<file path="src/verilog/pqi_pkg.sv">
// Package of constants and types for the packet queue interrupt logic.
package pqi_pkg;
  localparam int NPKT   = 16;
  localparam int PW     = 6;
  localparam int QW     = 4;
  localparam logic [1:0] BANK_CTRL = 2'h0;
  localparam logic [1:0] BANK_CFG  = 2'h1;
  localparam logic [1:0] BANK_MMU  = 2'h2;
  localparam logic [3:0] OFS_0 = 4'h0;
  localparam logic [3:0] OFS_2 = 4'h2;
  localparam logic [3:0] OFS_4 = 4'h4;
  localparam logic [3:0] OFS_6 = 4'h6;
  localparam logic [3:0] OFS_C = 4'hC;
  localparam logic [3:0] OFS_D = 4'hD;
  localparam logic [15:0] CMD_RELEASE = 16'h00A0;
  localparam logic [15:0] CMD_REQUEUE = 16'h00C0;
  localparam logic [15:0] CMD_ALLOC   = 16'h0020;
  localparam logic [15:0] CMD_RX_POP  = 16'h0080;
  localparam logic [15:0] CMD_TX_SEND = 16'h00E0;
  localparam int B_RX = 0;
  localparam int B_TX = 1;
  localparam int B_TXE = 2;
  localparam int B_ALLOC = 3;
  localparam int B_TXON = 0;
  localparam int B_AUTOREL = 11;
  localparam int B_BADCRC = 14;
  localparam logic [15:0] RST_ZERO = 16'h0000;
  localparam logic [PW-1:0] EMPTY_NUM = 6'h3F;
  typedef struct packed {
    logic        wr;
    logic        rd;
    logic [1:0]  bank;
    logic [3:0]  ofs;
    logic [15:0] wdata;
  } pqi_req_t;
  typedef struct packed {
    logic          done;
    logic          ok;
    logic          fatal;
    logic [QW-1:0] num;
  } pqi_txres_t;
  typedef struct packed {
    logic          done;
    logic          crc_ok;
  } pqi_rxres_t;
endpackage

</file>
<file path="src/verilog/pqi_core.sv">
// Packet number queues, page allocator and interrupt flags for the buffer manager.
`timescale 1ns/1ps
module pqi_core import pqi_pkg::*; (
  input  wire logic       core_clk,
  input  wire logic       rst,
  input  wire pqi_req_t   req,
  input  wire pqi_txres_t tx_res,
  input  wire pqi_rxres_t rx_res,
  output logic [15:0]     rdata,
  output logic            irq,
  output logic            tx_go,
  output logic [QW-1:0]   tx_num,
  output logic            status_we,
  output logic [QW-1:0]   status_num,
  output logic            transmitter_on_bit
);
  logic [NPKT-1:0] used_q;
  logic [15:0]     txctl_q, cfg_q, rcr_q;
  logic [7:0]      packet_select_register;
  logic [7:0]      mask_q;
  logic [QW-1:0]   alloc_num_q;
  logic            alloc_fail_q, alloc_done_q;
  logic [QW-1:0]   txq [NPKT];
  logic [QW-1:0]   cq [NPKT];
  logic [QW-1:0]   rq [NPKT];
  logic [QW:0]     txq_n, cq_n, rq_n;
  logic            tx_go_q, irq_q, swe_q;
  logic            tx_busy_q;
  logic [QW-1:0]   snum_q;
  logic [QW-1:0]   free_num;
  logic            free_any;
  logic [QW:0]     free_cnt;
  logic            wr_mmu, rd_mmu, cmd_wr;
  logic [15:0]     cmd;
  logic            do_rel, do_rq, do_alloc, do_rxpop, do_send;
  logic            rx_ok, rx_take, cq_push, tx_pop, cq_pop;
  logic [7:0]      flags;
  logic [QW-1:0]   sel;
  logic            rx_queue_flag;

  assign sel    = packet_select_register[QW-1:0];
  assign wr_mmu = req.wr && req.bank == BANK_MMU;
  assign rd_mmu = req.rd && req.bank == BANK_MMU;
  assign cmd_wr = wr_mmu && req.ofs == OFS_0;
  assign cmd    = req.wdata;
  assign do_rel   = cmd_wr && cmd == CMD_RELEASE;
  assign do_rq    = cmd_wr && cmd == CMD_REQUEUE;
  assign do_alloc = cmd_wr && cmd == CMD_ALLOC;
  assign do_rxpop = cmd_wr && cmd == CMD_RX_POP;
  assign do_send  = cmd_wr && cmd == CMD_TX_SEND;

  // Lowest free page number and the count of free pages.
  always_comb begin
    free_num = '0;
    free_any = 1'b0;
    free_cnt = '0;
    for (int i = NPKT - 1; i >= 0; i--) begin
      if (!used_q[i]) begin
        free_num = QW'(i);
        free_any = 1'b1;
        free_cnt = free_cnt + 1'b1;
      end
    end
  end

  // Receive allocation may not eat into the reserve the host sets aside for transmit.
  assign rx_ok   = rx_res.crc_ok || rcr_q[B_BADCRC];
  // A host allocation wins the page in a shared cycle, so one page never lands in two queues.
  assign rx_take = rx_res.done && rx_ok && free_any && !do_alloc &&
                   free_cnt > {1'b0, cfg_q[QW-1:0]} && rq_n < (QW+1)'(NPKT);
  // Good packets under auto-release bypass the completion queue.
  assign cq_push = tx_res.done && !(tx_res.ok && txctl_q[B_AUTOREL] && !tx_res.fatal);
  assign tx_pop  = tx_go_q;
  assign cq_pop  = do_rel || do_rq;

  // Page ownership, freed by command or by auto-release.
  always_ff @(posedge core_clk or posedge rst) begin
    if (rst) begin
      used_q <= '0;
    end else begin
      for (int i = 0; i < NPKT; i++) begin
        if (do_alloc && free_any && free_num == QW'(i)) used_q[i] <= 1'b1;
        if (rx_take && free_num == QW'(i) && !do_alloc) used_q[i] <= 1'b1;
        if (do_rel && sel == QW'(i)) used_q[i] <= 1'b0;
        if (do_rxpop && rq_n != '0 && rq[0] == QW'(i)) used_q[i] <= 1'b0;
        if (tx_res.done && !cq_push && tx_res.num == QW'(i)) used_q[i] <= 1'b0;
      end
    end
  end

  always_ff @(posedge core_clk or posedge rst) begin
    if (rst) begin
      alloc_num_q  <= '0;
      alloc_fail_q <= 1'b0;
      alloc_done_q <= 1'b0;
    end else if (do_alloc) begin
      alloc_num_q  <= free_num;
      alloc_fail_q <= !free_any;
      alloc_done_q <= free_any;
    end
  end

  // Transmit queue: shifts forward on each start, so the next packet follows unattended.
  always_ff @(posedge core_clk or posedge rst) begin
    if (rst) begin
      txq_n   <= '0;
      tx_go_q <= 1'b0;
      for (int i = 0; i < NPKT; i++) txq[i] <= '0;
    end else begin
      tx_go_q <= !tx_go_q && !tx_busy_q && txq_n != '0 && transmitter_on_bit &&
                 !tx_res.done;
      for (int i = 0; i < NPKT - 1; i++) if (tx_pop) txq[i] <= txq[i+1];
      if ((do_send || do_rq) && txq_n < (QW+1)'(NPKT))
        txq[QW'(tx_pop ? txq_n - 1'b1 : txq_n)] <= sel;
      txq_n <= txq_n + (QW+1)'((do_send || do_rq) && txq_n < (QW+1)'(NPKT))
                     - (QW+1)'(tx_pop);
    end
  end

  // The engine takes one frame at a time, so the next start waits for the last result.
  always_ff @(posedge core_clk or posedge rst) begin
    if (rst) begin
      tx_busy_q <= 1'b0;
    end else if (tx_go_q) begin
      tx_busy_q <= 1'b1;
    end else if (tx_res.done) begin
      tx_busy_q <= 1'b0;
    end
  end

  // Completion queue keeps the order in which transmissions finish.
  always_ff @(posedge core_clk or posedge rst) begin
    if (rst) begin
      cq_n <= '0;
      for (int i = 0; i < NPKT; i++) cq[i] <= '0;
    end else begin
      for (int i = 0; i < NPKT - 1; i++) if (cq_pop && cq_n != '0) cq[i] <= cq[i+1];
      if (cq_push) cq[QW'((cq_pop && cq_n != '0) ? cq_n - 1'b1 : cq_n)] <= tx_res.num;
      cq_n <= cq_n + (QW+1)'(cq_push) - (QW+1)'(cq_pop && cq_n != '0);
    end
  end

  // Receive queue.
  always_ff @(posedge core_clk or posedge rst) begin
    if (rst) begin
      rq_n <= '0;
      for (int i = 0; i < NPKT; i++) rq[i] <= '0;
    end else begin
      for (int i = 0; i < NPKT - 1; i++) if (do_rxpop && rq_n != '0) rq[i] <= rq[i+1];
      if (rx_take) rq[QW'((do_rxpop && rq_n != '0) ? rq_n - 1'b1 : rq_n)] <= free_num;
      rq_n <= rq_n + (QW+1)'(rx_take) - (QW+1)'(do_rxpop && rq_n != '0);
    end
  end

  // Host registers; a fatal error drops the transmitter, but a host control write in the same cycle wins.
  always_ff @(posedge core_clk or posedge rst) begin
    if (rst) begin
      txctl_q <= RST_ZERO;
      cfg_q   <= RST_ZERO;
      rcr_q   <= RST_ZERO;
      packet_select_register <= '0;
      mask_q  <= '0;
    end else begin
      if (req.wr && req.bank == BANK_CTRL && req.ofs == OFS_0) txctl_q <= req.wdata;
      else if (tx_res.done && tx_res.fatal) txctl_q[B_TXON] <= 1'b0;
      if (req.wr && req.bank == BANK_CFG && req.ofs == OFS_0) cfg_q <= req.wdata;
      if (req.wr && req.bank == BANK_CFG && req.ofs == OFS_C) rcr_q <= req.wdata;
      if (wr_mmu && req.ofs == OFS_2) packet_select_register <= req.wdata[7:0];
      if (wr_mmu && req.ofs == OFS_D) mask_q <= req.wdata[7:0];
    end
  end
  assign transmitter_on_bit = txctl_q[B_TXON];

  // Flags are levels tied to queue state or to the last allocation result, so they cannot lose an event on acknowledge.
  assign rx_queue_flag = rq_n != '0;
  always_comb begin
    flags = '0;
    flags[B_RX]    = rx_queue_flag;
    flags[B_TX]    = cq_n != '0;
    flags[B_TXE]   = txq_n == '0 && !tx_go_q && !tx_busy_q;
    flags[B_ALLOC] = alloc_done_q;
  end

  // The interrupt line and the status write both trail their sources by one cycle.
  always_ff @(posedge core_clk or posedge rst) begin
    if (rst) begin
      irq_q <= 1'b0;
      swe_q <= 1'b0;
      snum_q <= '0;
    end else begin
      irq_q  <= |(flags & mask_q);
      swe_q  <= tx_res.done;
      snum_q <= tx_res.num;
    end
  end

  always_comb begin
    rdata = RST_ZERO;
    if (req.rd && req.bank == BANK_CTRL && req.ofs == OFS_0) rdata = txctl_q;
    if (rd_mmu && req.ofs == OFS_2) rdata = {8'h00, packet_select_register};
    if (rd_mmu && req.ofs == OFS_4)
      rdata = {2'b00, rq_n != '0 ? {2'b00, rq[0]} : EMPTY_NUM,
               2'b00, cq_n != '0 ? {2'b00, cq[0]} : EMPTY_NUM};
    if (rd_mmu && req.ofs == OFS_C) rdata = {mask_q, flags};
    if (rd_mmu && req.ofs == OFS_6) rdata = {alloc_fail_q, 9'h000, 2'b00, alloc_num_q};
  end

  assign irq        = irq_q;
  assign tx_go      = tx_go_q;
  assign tx_num     = txq[0];
  assign status_we  = swe_q;
  assign status_num = snum_q;
endmodule // pqi_core

</file>
<file path="config.mk">
export PLATFORM = sky130hd
export DESIGN_NAME = pqi_core
export DESIGN_NICKNAME = d
export VERILOG_FILES = /design/src/verilog/pqi_pkg.sv /design/src/verilog/pqi_core.sv
export SDC_FILE = /design/constraint.sdc
export NUM_CORES = 1
export LEC_CHECK = 0
export BUFFER_PORTS_ARGS = -buffer_cell sky130_fd_sc_hd__buf_2
export CORE_MARGIN = 2
export CORE_UTILIZATION = 30
export CTS_CLUSTER_SIZE = 25
export DETAILED_ROUTE_END_ITERATION = 10
export SLEW_MARGIN = 5
export SYNTH_ARGS = -nofsm -noshare
export SYNTH_HDL_FRONTEND = slang
export SYNTH_SLANG_ARGS = --single-unit
</file>
<file path="constraint.sdc">
create_clock -name core_clk -period 28.2 [get_ports core_clk]
set_input_delay 1.41 -clock core_clk [delete_from_list [all_inputs] [get_ports core_clk]]
set_output_delay 1.41 -clock core_clk [all_outputs]
set_load 0.005 [all_outputs]
</file>
## Word level (Yosys, flattened, before mapping)

Cells that the tools add are included.

- Register bits: 288
- Output and inout port bits: 28

- Add/subtract/negate cells: 24
- Magnitude comparators: 9
- Equality and inequality tests: 72
- Muxes and demuxes: 199
- Bitwise logic cells: 4
- Reductions and logical operators: 180

Operator list:

| operator | number |
|---|---|
| 2-to-1 mux 4 bit | 67 |
| bitwise mux 64 bit | 3 |
| 2-to-1 mux 64 bit | 3 |
| logical AND 1 bit | 140 |
| equality test 4 bit (second input constant) | 34 |
| 2-to-1 mux 1 bit | 101 |
| nonzero test 5 bit | 19 |
| 2-to-1 mux 16 bit | 5 |
| adder 5 x 1 -> 5 bit (second input constant) | 15 |
| 2-to-1 mux 5 bit | 15 |
| equality test 4 x 3 -> 1 bit (second input constant) | 18 |
| equality test 16 x 8 -> 1 bit (second input constant) | 4 |
| demux 4 bit (select 4 bit) | 3 |
| equality test 4 x 2 -> 1 bit (second input constant) | 9 |
| logical NOT 4 bit | 5 |
| equality test 16 x 6 -> 1 bit (second input constant) | 1 |
| equality test 4 x 1 -> 1 bit (second input constant) | 4 |
| adder 5 x 1 -> 5 bit | 3 |
| >= comparator 5 bit (second input constant) | 3 |
| less-than comparator 5 x 1 -> 1 bit (second input constant) | 3 |
| inverter 4 -> 5 bit | 3 |
| subtractor 5 x 1 -> 5 bit | 3 |
| 2-to-1 mux 6 bit | 2 |
| subtractor 4 x 1 -> 4 bit (second input constant) | 3 |
| 11 further kinds | 22 |

## Depth between registers and ports, before layout

- Depth after elaboration: 40
- Mapped depth: 61

## Worst setup path before layout

Ideal clock, no wire load.

- Kind: register -> register
- Start: reg used_q[14]
- End: reg rq_n[4]
- Library setup time: 123 ps
- Arrival time: 9982 ps
- Data required time: 28077 ps
- Setup slack: 18095 ps
- Stages on the path, launching flop included: 59
- Cells stage by stage: dfrtp_1 > inv_1 > ha_1 > xnor2_2 > ha_1 > nor2b_1 > or3_1 > a32o_1 > nor2_1 > ha_1 > nor2b_1 > a41o_1 > xor2_1 > nor2_1 > a21o_1 > ha_1 > nor2_1 > nor2_1 > (+23 left out) > nor2b_1 > o21ai_0 > nand2b_1 > a21oi_1 > a41o_1 > nand2_4 > buf_8 > nand2_1 > ha_1 > inv_1 > ha_1 > inv_1 > fa_1 > nor2_1 > nor2_1 > nor2_1 > nor2_1 > xnor2_1

- Longest elaborated chain between the ends: 34
- Elaborated cells between the ends (all ways): 51
- Those cells by class: add/sub: 16; order compare: 1; mux: 30; reduce/logical: 4

RTL lines:

| item | RTL line | source |
|---|---|---|
| start, declared | pqi_core.sv:17 | `logic [NPKT-1:0] used_q;` |
| start signal, assigned | pqi_core.sv:79 | `used_q <= '0;` |
| start signal, assigned by index | pqi_core.sv:82 | `if (do_alloc && free_any && free_num == QW'(i)) used_q[i] <= 1'b1;` |
| start signal, assigned by index | pqi_core.sv:83 | `if (rx_take && free_num == QW'(i) && !do_alloc) used_q[i] <= 1'b1;` |
| 2-to-1 mux 5 bit | pqi_core.sv:58 | `if (!used_q[i]) begin` |
| adder 5 x 1 -> 5 bit | pqi_core.sv:61 | `free_cnt = free_cnt + 1'b1;` |
| 2-to-1 mux 5 bit | pqi_core.sv:58 |  |
| adder 5 x 1 -> 5 bit | pqi_core.sv:61 |  |
| 2-to-1 mux 5 bit | pqi_core.sv:58 |  |
| adder 5 x 1 -> 5 bit | pqi_core.sv:61 |  |
| 2-to-1 mux 5 bit | pqi_core.sv:58 |  |
| adder 5 x 1 -> 5 bit | pqi_core.sv:61 |  |
| (+18 left out) | - |  |
| 2-to-1 mux 5 bit | pqi_core.sv:58 |  |
| adder 5 x 1 -> 5 bit | pqi_core.sv:61 |  |
| 2-to-1 mux 5 bit | pqi_core.sv:58 |  |
| greater-than comparator 5 x 4 -> 1 bit | pqi_core.sv:70 | `free_cnt > {1'b0, cfg_q[QW-1:0]} && rq_n < (QW+1)'(NPKT);` |
| logical AND 1 bit * | pqi_core.sv:69 | `assign rx_take = rx_res.done && rx_ok && free_any && !do_alloc &&` |
| logical AND 1 bit * | pqi_core.sv:70 |  |
| adder 5 x 1 -> 5 bit * | pqi_core.sv:151 | `rq_n <= rq_n + (QW+1)'(rx_take) - (QW+1)'(do_rxpop && rq_n != '0);` |
| subtractor 5 x 1 -> 5 bit * | pqi_core.sv:151 |  |
| end signal, assigned | pqi_core.sv:151 |  |
| end, declared | pqi_core.sv:26 | `logic [QW:0] txq_n, cq_n, rq_n;` |

Mark *: on every way between the ends. The rest lies on a longest branch, timed or not.
A chain may end at the register's enable or synchronous reset.

## Worst setup path after layout

Same ends and word-level chain as after synthesis.

==> impl_results.md <==
- Layout cells sized above 1: 0.114
- EDFF count, synth: 0
- Crit path launch type: register
- Seq cells post-synth: 274
- Grt met2 use: 0.236
- Post-CTS Setup Inserts: 0
- Synthesized cell area: 16300 um^2
- Largest net degree at the start of global routing: 144
- Core ar.: 53800 um^2
- Ys flop type: dfrtp_1
- Hold Crit Depth: 2
- Leak: 8.26 nW
- Final Worst Setup Slack: 16.88 ns
- Crit path time final: 11.32 ns
- Sequential share of the synthesized area: 0.421
- Post-layout utilization of the core: 0.338
- Top post-synthesis cells by area: dfrtp_1 (42%), mux2i_1 (13%), nor2_1 (4.7%)
- Pwr per Cell Area: 75.2 nW/um^2
- RSZ-0062 raised after global routing: false
- Clock-pin slew on the worst setup and hold paths: 0.06 ns
- Total congestion overflow: 0
- Port Buffer Count: 62
- CP max FO: 18
- Commonest cells after routing, fill and taps aside: dfrtp_1 (273), mux2i_1 (217), nand2_1 (202), nor2_1 (201), a21oi_1 (103)
- Crit. Startpoint: used_q[14]
- Iteration-0 DRC Markers: 1024
- Final Setup Violations: 0
- Post-Synthesis Mean Instance Area: 9.39 um^2
- Die Height: 237 um
- Vias in the first global route: 12478
- # DRC: 0
- Syn nets: 1825
- Number of CTS-inserted buffers: 30
- RD Place Congestion: 0.846
- Setup TNS: 0 ns
- Worst Skew: 0.0193 ns
- Pwr Total: 1.37 mW
- Setup CP Type: reg2reg
- Final ANT Viol Nets: 0
- Setup crit end kind: register
- CP max-delay cell: dfrtp_1
- R2r setup slk: 16.88 ns
- FP Rows: 85
- Grt met1 use: 0.203
- Worst Hold Class: reg2reg
- Yosys warns: 0
- Final period utilization: 0.401
- Max-slew headroom: 0.225
- CTS tree: done
- Root Driver: clkbuf_16
- R2r endpoint: rq_n[4]
- Critical path's largest stage delay: 0.43 ns
- Slew at the pin closest to its max-slew limit: 1.16 ns
- Worst setup endpoint: rq_n[4]
- Gr busiest metal: met2
- FF-to-FF path depth: 59
- Worst Path Arrival: 11.78 ns
- Pre-antenna DRT Iters: 7
- Most used cell, CP: ha_1
- Dpl cells: 2412
- Share of flip-flops with an asynchronous set or reset: 1.00
- DP Worst Slack: 16.98 ns
- Routing usage on met3: 0.0202
- Initial core utilization: 0.303
- Post-route insts no fill: 2466
- Clock insertion delay at the later pin of the skew report: 0.57 ns
- Commonest non-fill, non-tap cell in the layout: dfrtp_1
- H-Tree Depth: 1
- Die area: 56200 um^2
- Die X: 237 um
- Clk buf depth: 3
- Mapped Cells: 1736
- Post-cts sizing count: 0
- Hold_buf cts: 0
- Number of antenna violations at the first check in global routing: 1
- Post-synthesis cell type count: 78
- Status: finished, final reports clean
- Hold Fails Final Rpt: 0
- Clock Sinks: 274
- Cell taking the most area after synthesis: dfrtp_1
- P&R area growth vs syn: 11.5%
- Routed via count: 12597
- CP required: 28.66 ns
- R2r startpoint: used_q[14]
- Num ports: 63
- DP HPWL: 29.2 mm
- GR Util All Layers: 0.146
- Peak Freq: 88.3 MHz
- WL/cell: 16.7 um
- First-pass GRT wire length: 67.6 mm
- Max Cap Viol: 0
- Max-slew violation count: 0
- Final wirelength: 41.2 mm
- Mean number of vias per cell: 5.11
- Post-synth top area share: 0.421
- Maximum VDD drop: 81.0 uV
- Fin nets: 1837
==> logic make-up after synthesis <==
| logic type | Yosys count | share of synthesized area |
|---|---|---|
| mux | 262 | 0.164 |
| xor+xnor | 74 | 0.0474 |
| buf+inv | 152 | 0.0371 |
| simple gates | 605 | 0.172 |
| compound gates | 314 | 0.115 |
| flops | 274 | 0.421 |
| fa+ha+maj | 55 | 0.0434 |
==> registers in the layout, summed over array words and instances (netlist names), 4 cells and up, named ones only <==
name,flops
used_q,16
txctl_q,16
cq_n,5
alloc_num_q,4
rq_n,5
txq_n,5
tx_num,4
txq,56
cfg_q,4
packet_select_register,8
cq,60
rq,60
mask_q,8
status_num,4
==> report_power, final <==
part | total (mW) | switching (mW) | leakage (nW) | internal (mW)
clock network | 0.393 | 0.161 | 0.488 | 0.232
registers | 0.541 | 0.0682 | 3.26 | 0.473
logic | 0.434 | 0.263 | 4.52 | 0.171
==> metrics by stage <==
step / hold slack, ns / instance area (um^2)
2_1_floorplan: 0.450 / 16300
3_3_place_gp: 0.462 / 17200
3_5_place_dp: 0.472 / 17200
4_1_cts: 0.484 / 18200
5_1_grt: 0.510 / 18200
6_report: 0.481 / 18200
==> critical path: cells and delay by family (launching register included) <==
kind                       cells  cell delay (ns)
and+or+nand+nor               21             2.84
buffers and inverters          3             0.21
AOI/OAI and AO/OA             15             2.31
muxes                          2             0.56
DFF                            1             0.43
xor gates and xnor gates       6             1.26
adders and majority gates     12             3.60
==> synthesized netlist by cell type (6+ instances only) <==
master    number
a22o_1         8
a31oi_1       49
and2_1        10
nand4_1        8
mux2i_1      217
xnor2_1       43
or3_1          9
mux2_2        45
o211ai_1       6
nand3b_1       7
clkbuf_1      76
o21ai_0       82
ha_1          51
a21oi_1      103
o21a_1         7
buf_2          6
nand2_4        9
dfrtp_1      274
nor3_1        31
a211oi_1       6
nor2b_1       22
a22oi_1        7
nand2b_1      17
nand2_1      202
nand3_1       40
and3_1        10
or2_2          8
xor2_1        21
o22ai_1        9
inv_1         58
nor2_1       203
==> cell type report <==
type | count | area [um^2]
fill | 5522 | 35600
multi-input combinational | 1310 | 8860
sequential | 274 | 6860
tap | 696 | 871
clock buffer | 42 | 867
timing repair buffer | 69 | 363
inverter | 63 | 244
clock inverter | 11 | 123
antenna | 1 | 2.50
==> routing by layer <==
| metal | wire, um | share of wire |
|---|---|---|
| met1 | 19300 | 0.47 |
| met2 | 19200 | 0.46 |
| met3 | 1660 | 0.040 |
| met4 | 1100 | 0.027 |
| met5 | 0 | 0 |
==> worst min path at each step <==
stage | start | to | slack (ns)
after global routing | alloc_num_q[2] | alloc_num_q[2] | 0.51
final | register | register | 0.48
after global placement | alloc_num_q[1] | alloc_num_q[1] | 0.46
after detailed placement | register | register | 0.47
after CTS | register | register | 0.48
after floorplan | register | register | 0.45
No activity file was read; power rests on OpenSTA's default activity.
